===== src/common/tag_pkg.sv =====
// Shared constants and types for the memory tag transport
package tag_pkg;
  // Tag geometry
  localparam int TAG_BITS = 4;
  localparam int GRANULE_BYTES = 16;
  localparam int GRANULE_DATA_BITS = 128;
  localparam int MIN_TAG_DATA_WIDTH = 32;
  // Support levels
  typedef enum logic [1:0] {
    SUPPORT_NONE = 2'h0,
    SUPPORT_BASIC = 2'h1,
    SUPPORT_FULL = 2'h2
  } support_t;
  // Read tag operations
  typedef enum logic [1:0] {
    RD_TAG_NONE = 2'h0,
    RD_TAG_TRANSFER = 2'h1,
    RD_TAG_RESERVED = 2'h2,
    RD_TAG_FETCH = 2'h3
  } rd_tag_op_t;
  // Write tag operations
  typedef enum logic [1:0] {
    WR_TAG_NONE = 2'h0,
    WR_TAG_TRANSFER = 2'h1,
    WR_TAG_UPDATE = 2'h2,
    WR_TAG_MATCH = 2'h3
  } wr_tag_op_t;
  // Write match results
  typedef enum logic [1:0] {
    MATCH_NOT_MATCH = 2'h0,
    MATCH_SEPARATE = 2'h1,
    MATCH_FAIL = 2'h2,
    MATCH_PASS = 2'h3
  } match_t;
  // Number of tag slices for a data width
  function automatic int tag_slices(input int dataWidth);
    return (dataWidth + GRANULE_DATA_BITS - 1) / GRANULE_DATA_BITS;
  endfunction
  // Effective support level after the width limit
  function automatic support_t eff_support(input support_t lvl, input int dataWidth);
    return (dataWidth < MIN_TAG_DATA_WIDTH) ? SUPPORT_NONE : lvl;
  endfunction
endpackage


===== src/common/tag_if.sv =====
// Interface carrying tagged read, write and write-response channels
`timescale 1ns/1ns
`default_nettype none
interface tag_if
  import tag_pkg::*;
#(
  parameter int DATA_WIDTH = 128,
  parameter int ADDR_WIDTH = 16,
  parameter int ID_WIDTH = 4
) (
  input wire logic sys_clk,
  input wire logic rst
);
  localparam int NT = tag_slices(DATA_WIDTH);
  // Read request
  logic arValid, arReady;
  logic [ADDR_WIDTH-1:0] arAddr;
  logic [ID_WIDTH-1:0] arId;
  logic [1:0] arTagOp;
  // Read data
  logic rValid, rReady;
  logic [ID_WIDTH-1:0] rId;
  logic [DATA_WIDTH-1:0] rData;
  logic [NT*TAG_BITS-1:0] rTag;
  // Write request and data, single beat
  logic awValid, awReady;
  logic [ADDR_WIDTH-1:0] awAddr;
  logic [ID_WIDTH-1:0] awId;
  logic [1:0] awTagOp;
  logic wValid, wReady;
  logic [DATA_WIDTH-1:0] wData;
  logic [NT*TAG_BITS-1:0] wTag;
  logic [NT-1:0] wTagUpdate;
  // Write response
  logic bValid, bReady;
  logic [ID_WIDTH-1:0] bId;
  logic [1:0] bTagMatch;
  logic bComp;

  modport master (
    input sys_clk, rst, arReady, rValid, rId, rData, rTag, awReady, wReady,
    bValid, bId, bTagMatch, bComp,
    output arValid, arAddr, arId, arTagOp, rReady, awValid, awAddr, awId, awTagOp,
    wValid, wData, wTag, wTagUpdate, bReady
  );
  modport slave (
    input sys_clk, rst, arValid, arAddr, arId, arTagOp, rReady, awValid, awAddr, awId,
    awTagOp, wValid, wData, wTag, wTagUpdate, bReady,
    output arReady, rValid, rId, rData, rTag, awReady, wReady, bValid, bId, bTagMatch,
    bComp
  );
endinterface
`default_nettype wire


===== src/logic/tag_master.sv =====
// Requester end: issues tagged reads and writes, checks returned tags
`timescale 1ns/1ns
`default_nettype none
module tag_master
  import tag_pkg::*;
#(
  parameter int DATA_WIDTH = 128,
  parameter int ADDR_WIDTH = 16,
  parameter int ID_WIDTH = 4
) (
  // Bus side
  tag_if.master bus,
  // Read command
  input wire logic rdReq,
  input wire logic [ADDR_WIDTH-1:0] rdAddr,
  input wire logic [ID_WIDTH-1:0] rdId,
  input wire logic [1:0] rdTagOp,
  input wire logic [tag_slices(DATA_WIDTH)*TAG_BITS-1:0] rdPhysTag,
  output logic rdBusy,
  // Read result
  output logic rdDone,
  output logic [DATA_WIDTH-1:0] rdData,
  output logic [tag_slices(DATA_WIDTH)*TAG_BITS-1:0] rdTag,
  output logic rdTagMismatch,
  // Write command
  input wire logic wrReq,
  input wire logic [ADDR_WIDTH-1:0] wrAddr,
  input wire logic [ID_WIDTH-1:0] wrId,
  input wire logic [1:0] wrTagOp,
  input wire logic [DATA_WIDTH-1:0] wrData,
  input wire logic [tag_slices(DATA_WIDTH)*TAG_BITS-1:0] wrTag,
  input wire logic [tag_slices(DATA_WIDTH)-1:0] wrTagMask,
  output logic wrBusy,
  // Write result
  output logic wrDone,
  output logic [1:0] wrMatch,
  output logic wrComp
);
  localparam int NT = tag_slices(DATA_WIDTH);
  localparam int TW = NT * TAG_BITS;

  // Read channel state: one outstanding read, so IDs are always unique
  logic arValid_q, arValid_d, rdBusy_q, rdBusy_d;
  logic [ADDR_WIDTH-1:0] arAddr_q, arAddr_d;
  logic [ID_WIDTH-1:0] arId_q, arId_d;
  logic [1:0] arOp_q, arOp_d;
  logic [TW-1:0] phys_q, phys_d;
  logic rdDone_q, rdDone_d, mis_q, mis_d;
  logic [DATA_WIDTH-1:0] rdData_q, rdData_d;
  logic [TW-1:0] rdTag_q, rdTag_d;
  // Write channel state: one outstanding write
  logic awValid_q, awValid_d, wValid_q, wValid_d, wrBusy_q, wrBusy_d;
  logic [ADDR_WIDTH-1:0] awAddr_q, awAddr_d;
  logic [ID_WIDTH-1:0] awId_q, awId_d;
  logic [1:0] awOp_q, awOp_d;
  logic [DATA_WIDTH-1:0] wData_q, wData_d;
  logic [TW-1:0] wTag_q, wTag_d;
  logic [NT-1:0] wUpd_q, wUpd_d;
  logic wrDone_q, wrDone_d, wrComp_q, wrComp_d;
  logic [1:0] wrMatch_q, wrMatch_d;

  assign bus.arValid = arValid_q;
  assign bus.arAddr = arAddr_q;
  assign bus.arId = arId_q;
  assign bus.arTagOp = arOp_q;
  assign bus.rReady = 1'b1;
  assign bus.awValid = awValid_q;
  assign bus.awAddr = awAddr_q;
  assign bus.awId = awId_q;
  assign bus.awTagOp = awOp_q;
  assign bus.wValid = wValid_q;
  assign bus.wData = wData_q;
  assign bus.wTag = wTag_q;
  assign bus.wTagUpdate = wUpd_q;
  assign bus.bReady = 1'b1;
  assign rdBusy = rdBusy_q;
  assign rdDone = rdDone_q;
  assign rdData = rdData_q;
  assign rdTag = rdTag_q;
  assign rdTagMismatch = mis_q;
  assign wrBusy = wrBusy_q;
  assign wrDone = wrDone_q;
  assign wrMatch = wrMatch_q;
  assign wrComp = wrComp_q;

  // Read issue and tag check
  always_comb begin
    arValid_d = arValid_q && !bus.arReady;
    rdBusy_d = rdBusy_q;
    arAddr_d = arAddr_q;
    arId_d = arId_q;
    arOp_d = arOp_q;
    phys_d = phys_q;
    rdDone_d = 1'b0;
    mis_d = mis_q;
    rdData_d = rdData_q;
    rdTag_d = rdTag_q;
    if (rdReq && !rdBusy_q) begin
      arValid_d = 1'b1;
      rdBusy_d = 1'b1;
      arAddr_d = rdAddr;
      arId_d = rdId;
      arOp_d = (rdTagOp == RD_TAG_RESERVED) ? RD_TAG_NONE : rdTagOp;
      phys_d = rdPhysTag;
    end
    if (bus.rValid && rdBusy_q && !arValid_q) begin
      rdBusy_d = 1'b0;
      rdDone_d = 1'b1;
      rdData_d = bus.rData;
      rdTag_d = bus.rTag;
      mis_d = (arOp_q != RD_TAG_NONE) && (bus.rTag != phys_q);
    end
  end

  // Write issue with mask hygiene
  always_comb begin
    awValid_d = awValid_q && !bus.awReady;
    wValid_d = wValid_q && !bus.wReady;
    wrBusy_d = wrBusy_q;
    awAddr_d = awAddr_q;
    awId_d = awId_q;
    awOp_d = awOp_q;
    wData_d = wData_q;
    wTag_d = wTag_q;
    wUpd_d = wUpd_q;
    wrDone_d = 1'b0;
    wrMatch_d = wrMatch_q;
    wrComp_d = wrComp_q;
    if (wrReq && !wrBusy_q) begin
      awValid_d = 1'b1;
      wValid_d = 1'b1;
      wrBusy_d = 1'b1;
      awAddr_d = wrAddr;
      awId_d = wrId;
      awOp_d = wrTagOp;
      wData_d = wrData;
      wTag_d = (wrTagOp == WR_TAG_NONE) ? '0 : wrTag;
      wUpd_d = (wrTagOp == WR_TAG_UPDATE) ? wrTagMask : '0;
    end
    if (bus.bValid && wrBusy_q && !awValid_q) begin
      wrBusy_d = 1'b0;
      wrDone_d = 1'b1;
      wrMatch_d = bus.bTagMatch;
      wrComp_d = bus.bComp;
    end
  end

  // Register all state
  always_ff @(posedge bus.sys_clk) begin
    if (bus.rst) begin
      arValid_q <= 1'b0;
      rdBusy_q <= 1'b0;
      arAddr_q <= '0;
      arId_q <= '0;
      arOp_q <= RD_TAG_NONE;
      phys_q <= '0;
      rdDone_q <= 1'b0;
      mis_q <= 1'b0;
      rdData_q <= '0;
      rdTag_q <= '0;
      awValid_q <= 1'b0;
      wValid_q <= 1'b0;
      wrBusy_q <= 1'b0;
      awAddr_q <= '0;
      awId_q <= '0;
      awOp_q <= WR_TAG_NONE;
      wData_q <= '0;
      wTag_q <= '0;
      wUpd_q <= '0;
      wrDone_q <= 1'b0;
      wrMatch_q <= MATCH_NOT_MATCH;
      wrComp_q <= 1'b0;
    end else begin
      arValid_q <= arValid_d;
      rdBusy_q <= rdBusy_d;
      arAddr_q <= arAddr_d;
      arId_q <= arId_d;
      arOp_q <= arOp_d;
      phys_q <= phys_d;
      rdDone_q <= rdDone_d;
      mis_q <= mis_d;
      rdData_q <= rdData_d;
      rdTag_q <= rdTag_d;
      awValid_q <= awValid_d;
      wValid_q <= wValid_d;
      wrBusy_q <= wrBusy_d;
      awAddr_q <= awAddr_d;
      awId_q <= awId_d;
      awOp_q <= awOp_d;
      wData_q <= wData_d;
      wTag_q <= wTag_d;
      wUpd_q <= wUpd_d;
      wrDone_q <= wrDone_d;
      wrMatch_q <= wrMatch_d;
      wrComp_q <= wrComp_d;
    end
  end
endmodule
`default_nettype wire


===== src/flat_wrapper.sv =====
// flat-port wrapper written by rule: the top's interface ports become plain ports
module tag_master_flat import tag_pkg::*;
#(
  parameter int DATA_WIDTH = 128,
  parameter int ADDR_WIDTH = 16,
  parameter int ID_WIDTH = 4
)
  (rdReq, rdAddr, rdId, rdTagOp, rdPhysTag, rdBusy, rdDone, rdData, rdTag, rdTagMismatch, wrReq, wrAddr, wrId, wrTagOp, wrData, wrTag, wrTagMask, wrBusy, wrDone, wrMatch, wrComp, sys_clk, rst, bus_arReady, bus_rValid, bus_rId, bus_rData, bus_rTag, bus_awReady, bus_wReady, bus_bValid, bus_bId, bus_bTagMatch, bus_bComp, bus_arValid, bus_arAddr, bus_arId, bus_arTagOp, bus_rReady, bus_awValid, bus_awAddr, bus_awId, bus_awTagOp, bus_wValid, bus_wData, bus_wTag, bus_wTagUpdate, bus_bReady);
  tag_if #(.DATA_WIDTH(DATA_WIDTH), .ADDR_WIDTH(ADDR_WIDTH), .ID_WIDTH(ID_WIDTH)) bus_i (.sys_clk(sys_clk), .rst(rst));
  input wire logic rdReq;
  input wire logic [ADDR_WIDTH-1:0] rdAddr;
  input wire logic [ID_WIDTH-1:0] rdId;
  input wire logic [1:0] rdTagOp;
  input wire logic [tag_slices(DATA_WIDTH)*TAG_BITS-1:0] rdPhysTag;
  output logic rdBusy;
  output logic rdDone;
  output logic [DATA_WIDTH-1:0] rdData;
  output logic [tag_slices(DATA_WIDTH)*TAG_BITS-1:0] rdTag;
  output logic rdTagMismatch;
  input wire logic wrReq;
  input wire logic [ADDR_WIDTH-1:0] wrAddr;
  input wire logic [ID_WIDTH-1:0] wrId;
  input wire logic [1:0] wrTagOp;
  input wire logic [DATA_WIDTH-1:0] wrData;
  input wire logic [tag_slices(DATA_WIDTH)*TAG_BITS-1:0] wrTag;
  input wire logic [tag_slices(DATA_WIDTH)-1:0] wrTagMask;
  output logic wrBusy;
  output logic wrDone;
  output logic [1:0] wrMatch;
  output logic wrComp;
  input wire logic sys_clk;
  input wire logic rst;
  input wire logic [$bits(bus_i.arReady)-1:0] bus_arReady;
  input wire logic [$bits(bus_i.rValid)-1:0] bus_rValid;
  input wire logic [$bits(bus_i.rId)-1:0] bus_rId;
  input wire logic [$bits(bus_i.rData)-1:0] bus_rData;
  input wire logic [$bits(bus_i.rTag)-1:0] bus_rTag;
  input wire logic [$bits(bus_i.awReady)-1:0] bus_awReady;
  input wire logic [$bits(bus_i.wReady)-1:0] bus_wReady;
  input wire logic [$bits(bus_i.bValid)-1:0] bus_bValid;
  input wire logic [$bits(bus_i.bId)-1:0] bus_bId;
  input wire logic [$bits(bus_i.bTagMatch)-1:0] bus_bTagMatch;
  input wire logic [$bits(bus_i.bComp)-1:0] bus_bComp;
  output wire logic [$bits(bus_i.arValid)-1:0] bus_arValid;
  output wire logic [$bits(bus_i.arAddr)-1:0] bus_arAddr;
  output wire logic [$bits(bus_i.arId)-1:0] bus_arId;
  output wire logic [$bits(bus_i.arTagOp)-1:0] bus_arTagOp;
  output wire logic [$bits(bus_i.rReady)-1:0] bus_rReady;
  output wire logic [$bits(bus_i.awValid)-1:0] bus_awValid;
  output wire logic [$bits(bus_i.awAddr)-1:0] bus_awAddr;
  output wire logic [$bits(bus_i.awId)-1:0] bus_awId;
  output wire logic [$bits(bus_i.awTagOp)-1:0] bus_awTagOp;
  output wire logic [$bits(bus_i.wValid)-1:0] bus_wValid;
  output wire logic [$bits(bus_i.wData)-1:0] bus_wData;
  output wire logic [$bits(bus_i.wTag)-1:0] bus_wTag;
  output wire logic [$bits(bus_i.wTagUpdate)-1:0] bus_wTagUpdate;
  output wire logic [$bits(bus_i.bReady)-1:0] bus_bReady;
  assign bus_i.arReady = bus_arReady;
  assign bus_i.rValid = bus_rValid;
  assign bus_i.rId = bus_rId;
  assign bus_i.rData = bus_rData;
  assign bus_i.rTag = bus_rTag;
  assign bus_i.awReady = bus_awReady;
  assign bus_i.wReady = bus_wReady;
  assign bus_i.bValid = bus_bValid;
  assign bus_i.bId = bus_bId;
  assign bus_i.bTagMatch = bus_bTagMatch;
  assign bus_i.bComp = bus_bComp;
  assign bus_arValid = bus_i.arValid;
  assign bus_arAddr = bus_i.arAddr;
  assign bus_arId = bus_i.arId;
  assign bus_arTagOp = bus_i.arTagOp;
  assign bus_rReady = bus_i.rReady;
  assign bus_awValid = bus_i.awValid;
  assign bus_awAddr = bus_i.awAddr;
  assign bus_awId = bus_i.awId;
  assign bus_awTagOp = bus_i.awTagOp;
  assign bus_wValid = bus_i.wValid;
  assign bus_wData = bus_i.wData;
  assign bus_wTag = bus_i.wTag;
  assign bus_wTagUpdate = bus_i.wTagUpdate;
  assign bus_bReady = bus_i.bReady;
  tag_master #(.DATA_WIDTH(DATA_WIDTH), .ADDR_WIDTH(ADDR_WIDTH), .ID_WIDTH(ID_WIDTH)) u_core (.bus(bus_i), .rdReq(rdReq), .rdAddr(rdAddr), .rdId(rdId), .rdTagOp(rdTagOp), .rdPhysTag(rdPhysTag), .rdBusy(rdBusy), .rdDone(rdDone), .rdData(rdData), .rdTag(rdTag), .rdTagMismatch(rdTagMismatch), .wrReq(wrReq), .wrAddr(wrAddr), .wrId(wrId), .wrTagOp(wrTagOp), .wrData(wrData), .wrTag(wrTag), .wrTagMask(wrTagMask), .wrBusy(wrBusy), .wrDone(wrDone), .wrMatch(wrMatch), .wrComp(wrComp));
endmodule

===== config.mk =====
export PLATFORM = sky130hd
export DESIGN_NAME = tag_master_flat
export DESIGN_NICKNAME = d
export VERILOG_FILES = /design/src/common/tag_pkg.sv /design/src/common/tag_if.sv /design/src/logic/tag_master.sv /design/src/flat_wrapper.sv
export SDC_FILE = /design/constraint.sdc
export NUM_CORES = 1
export LEC_CHECK = 0
export ABC_AREA = 1
export BUFFER_PORTS_ARGS = -buffer_cell sky130_fd_sc_hd__clkbuf_2
export CORE_AREA = 4 4 252 254
export CTS_BUF_LIST = sky130_fd_sc_hd__clkbuf_4 sky130_fd_sc_hd__clkbuf_8
export CTS_CLUSTER_SIZE = 28
export DETAILED_ROUTE_END_ITERATION = 16
export DIE_AREA = 0 0 256 258
export MAX_ROUTING_LAYER = met4
export RECOVER_POWER = 50
export SYNTH_ARGS = -nofsm -noshare
export SYNTH_HDL_FRONTEND = slang
export SYNTH_SLANG_ARGS = --single-unit

===== constraint.sdc =====
create_clock -name sys_clk -period 2.4 [get_ports sys_clk]
set_clock_uncertainty 0.1 [all_clocks]
set_input_delay 0.48 -clock sys_clk [delete_from_list [all_inputs] [get_ports sys_clk]]
set_output_delay 0.48 -clock sys_clk [all_outputs]
set_load 0.03 [all_outputs]

**Word level (Yosys, flattened, before mapping)**

Index checks and enable logic that the tools add are counted.

- Flip-flop bits (word level): 324
- Output and inout port bits: 322
- Word-level logic and storage cells: 54

- Eq/ne operators: 3
- Mux-type cells: 8
- Reductions and logical operators: 21

Operators by type and width:

| cell | number |
|---|---|
| logical AND 1 bit | 10 |
| zero test 1 bit | 7 |
| 2-to-1 mux 1 bit | 6 |
| equality test 2 bit, second input constant | 2 |
| 2-to-1 mux 4 bit | 1 |
| inequality test 4 bit | 1 |
| OR reduction 2 bit | 2 |
| zero test 2 bit | 1 |
| 2-to-1 mux 2 bit | 1 |
| nonzero test 2 bit | 1 |

**Longest topological paths before layout**

- Word-level depth: 3
- Depth in mapped cells: 8
- Mapped depth without buffers: 7

**Worst setup path after synthesis**

OpenSTA, ideal clock, no wires.

- Path type: reg2reg
- From: reg u_core.rdBusy_q (netlist: u_core.rdBusy)
- To: reg u_core.rdData_q[10] (netlist: u_core.rdData[10])
- Data arrival time: 1,331 ps
- Setup slack: 910 ps
- Stages on the path, launching flop included: 9
- Buffers on the path: 2
- Period minus slack after synthesis: 1,490 ps
- Path through: dfxtp_1 -> nand2_1 -> nor2_4 -> nand2_2 -> inv_2 -> buf_12 -> buf_12 -> nand2_2 -> nand2_1

- Cells in the longest elaborated chain, start to end: 2

RTL lines:

| what | RTL line | text |
|---|---|---|
| start, declared | tag_master.sv:43 | `logic arValid_q, arValid_d, rdBusy_q, rdBusy_d;` |
| start signal, assigned | tag_master.sv:175 | `rdBusy_q <= rdBusy_d;` |
| logical AND 1 bit (2 in series) | tag_master.sv:106 | `if (bus.rValid && rdBusy_q && !arValid_q) begin` |
| end signal, assigned | tag_master.sv:182 | `rdData_q <= rdData_d;` |
| end, declared | tag_master.sv:49 | `logic [DATA_WIDTH-1:0] rdData_q, rdData_d;` |

No other way between the ends.
A chain may end at the register's enable or synchronous reset.

**Worst setup path in the final report**

- From: in rdReq
- To: reg u_core.arAddr_q[5] (netlist: u_core.bus.arAddr[5])

- Cells in the longest elaborated chain, start to end: 1

RTL lines:

| what | RTL line | text |
|---|---|---|
| start, declared | flat_wrapper.sv:10 | `input wire logic rdReq;` |
| logical AND 1 bit | tag_master.sv:98 | `if (rdReq && !rdBusy_q) begin` |
| end signal, assigned | tag_master.sv:176 | `arAddr_q <= arAddr_d;` |
| end, declared | tag_master.sv:44 | `logic [ADDR_WIDTH-1:0] arAddr_q, arAddr_d;` |

No other way between the ends.

==> results.json <==
{
  "post_drt_wl_per_cell_um": 14.2,
  "die_w_um": 256,
  "cts_root_buf": "clkbuf_8",
  "grt_pass1_vias": 13200,
  "min_from": "rdAddr[13]",
  "yosysMostFrequentCell": "nand2_1",
  "yosys.area.top_type_share_pct": 58.4,
  "relSlewSlack_pct": 18.0,
  "synth_cell_type_count": 22,
  "p_clk_share_pct": 38.2,
  "synthXorXnorAreaFrac_pct": 0,
  "synth_top_family_by_area": "simple AND/OR/NAND/NOR gates",
  "avgSynthCellArea_um2": 7.87,
  "critPathLaunchType": "primary input",
  "cp_common_cell": "nor2_1",
  "nets": 2698,
  "area_growth_pct": 73.6,
  "cts_buffers": 55,
  "fmax_ghz": 0.512,
  "finalHoldViolations": 0,
  "via_count": 12700,
  "crit_arrival_ns": 2.38,
  "hold_path_class": "primary input to flip-flop",
  "switchingPower_mw": 3.98,
  "core_um2": 61300,
  "cts.sinks": 324,
  "cp-end-kind": "flip-flop",
  "synth-edff-count": 0,
  "final.setup.tns_ns": 0,
  "r2r_start": "u_core.rdBusy",
  "place_congestion": 0.862,
  "crit_chain": "dlygate4sd3_1 -> clkbuf_1 -> inv_1 -> nor2_1 -> clkbuf_2 -> o21ai_0 -> nor2_1",
  "synth_mux_area_share_pct": 0,
  "drc": 0,
  "cts_resized": 0,
  "grt_setup_unrepaired": "no",
  "pwr-share-seq_pct": 43.3,
  "postRouteAntennaNets": 0,
  "startpoint": "rdReq",
  "switching_share_pct": 29.1,
  "crit_slowest_cell": "dlygate4sd3_1",
  "p_int_mw": 9.69,
  "synth-adder-area-share_pct": 0,
  "grt_pass1_wl_mm": 70.9,
  "drv_slew": 0,
  "ios": 655,
  "fin_crit_sh_pct": 81.3,
  "drt-pass1-iter-count": 5,
  "grt_overflow": 0,
  "first_iter_violations": 663,
  "grt_max_degree": 74,
  "die_area_um2": 66000,
  "clk_pin_slew_ns": 0.06,
  "power.density_nw_per_um2": 708,
  "cts_max_level": 2,
  "async_flop_share_pct": 0,
  "status": "finished clean",
  "start_util_pct": 18.1,
  "slowest_delay_ns": 0.55,
  "required_ns": 2.83,
  "yosys-top-cells-area": "dfxtp_1, nand2_1, nor2_1",
  "cts_tree": "built",
  "chipHeight_um": 258,
  "crit_family": "buffers and inverters",
  "crit_buf_inv": 4,
  "pwr-share-comb_pct": 18.5,
  "path_max_fanout": 22,
  "port_buffers": 644,
  "yosys_warnings": 0,
  "setup_viol": 0,
  "synthSimpleGateAreaFrac_pct": 27.1,
  "critPathKind": "primary input to flip-flop",
  "dp_hpwl_mm": 30.3,
  "netlist_top_cells_count": "nand2_1, nor2_1, dfxtp_1",
  "leakage_nw": 9.77,
  "syn_area_um2": 11100,
  "vdd_drop_max_mv": 0.445,
  "postSynthCellCount": 1412,
  "cts_buffer_depth": 3,
  "via_per_inst": 3.99,
  "synth_top_area_cell": "dfxtp_1",
  "totalWireLength_mm": 45.2,
  "min_period_ns": 1.95,
  "drive_gt1_share_pct": 32.2,
  "grtUsageTotal_pct": 13.5,
  "ys.flop_type": "dfxtp_1",
  "tightest_slew_ns": 1.23,
  "rows": 91,
  "ys_ff_latch": 324,
  "ys_seq_area_share_pct": 58.4,
  "grt_antenna_before_repair": 1,
  "drv_cap": 0,
  "synth_compound_area_share_pct": 8.96,
  "final_core_util_pct": 31.5,
  "clk_latency_ns": 0.60
}
==> cell usage in the layout, fill, tap and decap left out, types with 2 or more instances in the layout <==
cell	instances
clkbuf_2	642
nand2_1	400
nor2_1	353
dfxtp_1	324
dlygate4sd3_1	310
o21ai_0	166
clkbuf_8	66
nand2_2	21
clkbuf_1	17
inv_1	15
o21ai_1	15
a21oi_1	15
clkbuf_4	14
buf_12	8
buf_4	8
clkinv_2	6
nand3_1	4
diode_2	3
inv_4	3
bufinv_16	3
conb_1	2
==> cell families after synthesis <==
family,after synthesis
simple gates,780
flops,324
other cells,1
buf+inv,109
compound gates,198
==> registers in the layout, summed over array words and instances, names as in the netlist, 2 cells and up <==
name                cells
u_core.phys_q           4
u_core.bus.arAddr      16
u_core.rdTag            4
u_core.bus.arTagOp      2
u_core.bus.awTagOp      2
u_core.wrMatch          2
u_core.bus.awAddr      16
u_core.bus.wTag         4
u_core.bus.awId         4
u_core.bus.arId         4
u_core.rdData         128
u_core.bus.wData      128
==> power groups by stage <==
stage	clock network [mW]	registers, mW	logic, mW
6_report	5.22	5.91	2.53
4_1_cts	5.43	5.91	2.55
2_1_floorplan	0	6.69	0.583
5_1_grt	5.64	5.95	2.72
3_5_place_dp	0	6.01	2.13
3_3_place_gp	0	6.01	2.13
==> layout make-up <==
| cell class | instances | area (µm²) |
|---|---|---|
| Inverter | 19 | 78.8 |
| Fill cell | 6280 | 42000 |
| Clock buffer | 80 | 1010 |
| Tap cell | 790 | 988 |
| Timing Repair Buffer | 985 | 6600 |
| Sequential cell | 324 | 6490 |
| Multi-Input combinational cell | 980 | 3990 |
| Antenna cell | 3 | 7.51 |
| Clock inverter | 9 | 120 |
==> final timing paths <==
kind,endpoint,slack [ns],cells after the start
hold / removal,u_core.bus.arAddr[13],0.07,3
setup / recovery,u_core.bus.arAddr[5],0.45,7
setup reg to reg,u_core.rdData[64],0.49,6
hold reg to reg,u_core.rdData[38],0.35,2
==> layer usage <==
metal  share of wire, %  vias to the layer above  wire length (µm)  track usage, %
met5                  0                        -                 0               -
met4                5.6                        0              2530            7.13
met3                7.8                      141              3520            3.81
met2                 47                      606             21200            22.4
met1                 40                     5670             17900            14.7
li1                   -                     6300                 -               -
==> timing repair <==
item | in CTS | in global routing
hold endpoints to repair | 309 | 0
hold buffers | 310 | 0
setup buffers | 0 | 0
==> worst reg2reg max path, delay by kind of cell, from the launching register on <==
| kind | cells | cell delay, ns |
|---|---|---|
| and+or+nand+nor | 5 | 1.09 |
| buffers and inverters | 1 | 0.32 |
| DFF | 1 | 0.33 |
==> stage by stage <==
| stage | area, µm² | hold WS, ns | instances | setup slack, ns | total power, mW |
|---|---|---|---|---|---|
| detailed placement | 15100 | 0.338 | 2788 | 0.543 | 8.15 |
| global route | 19300 | 0.0127 | 3188 | 0.233 | 14.3 |
| CTS | 19400 | 0.00116 | 3187 | 0.443 | 13.9 |
| floorplan | 11100 | 0.343 | 1413 | 0.910 | 7.27 |
| global placement | 15100 | 0.336 | 2788 | 0.563 | 8.14 |
| finish | 19300 | 0.0670 | 3190 | 0.448 | 13.7 |
Note: power is estimated with default switching activity, not from simulation.
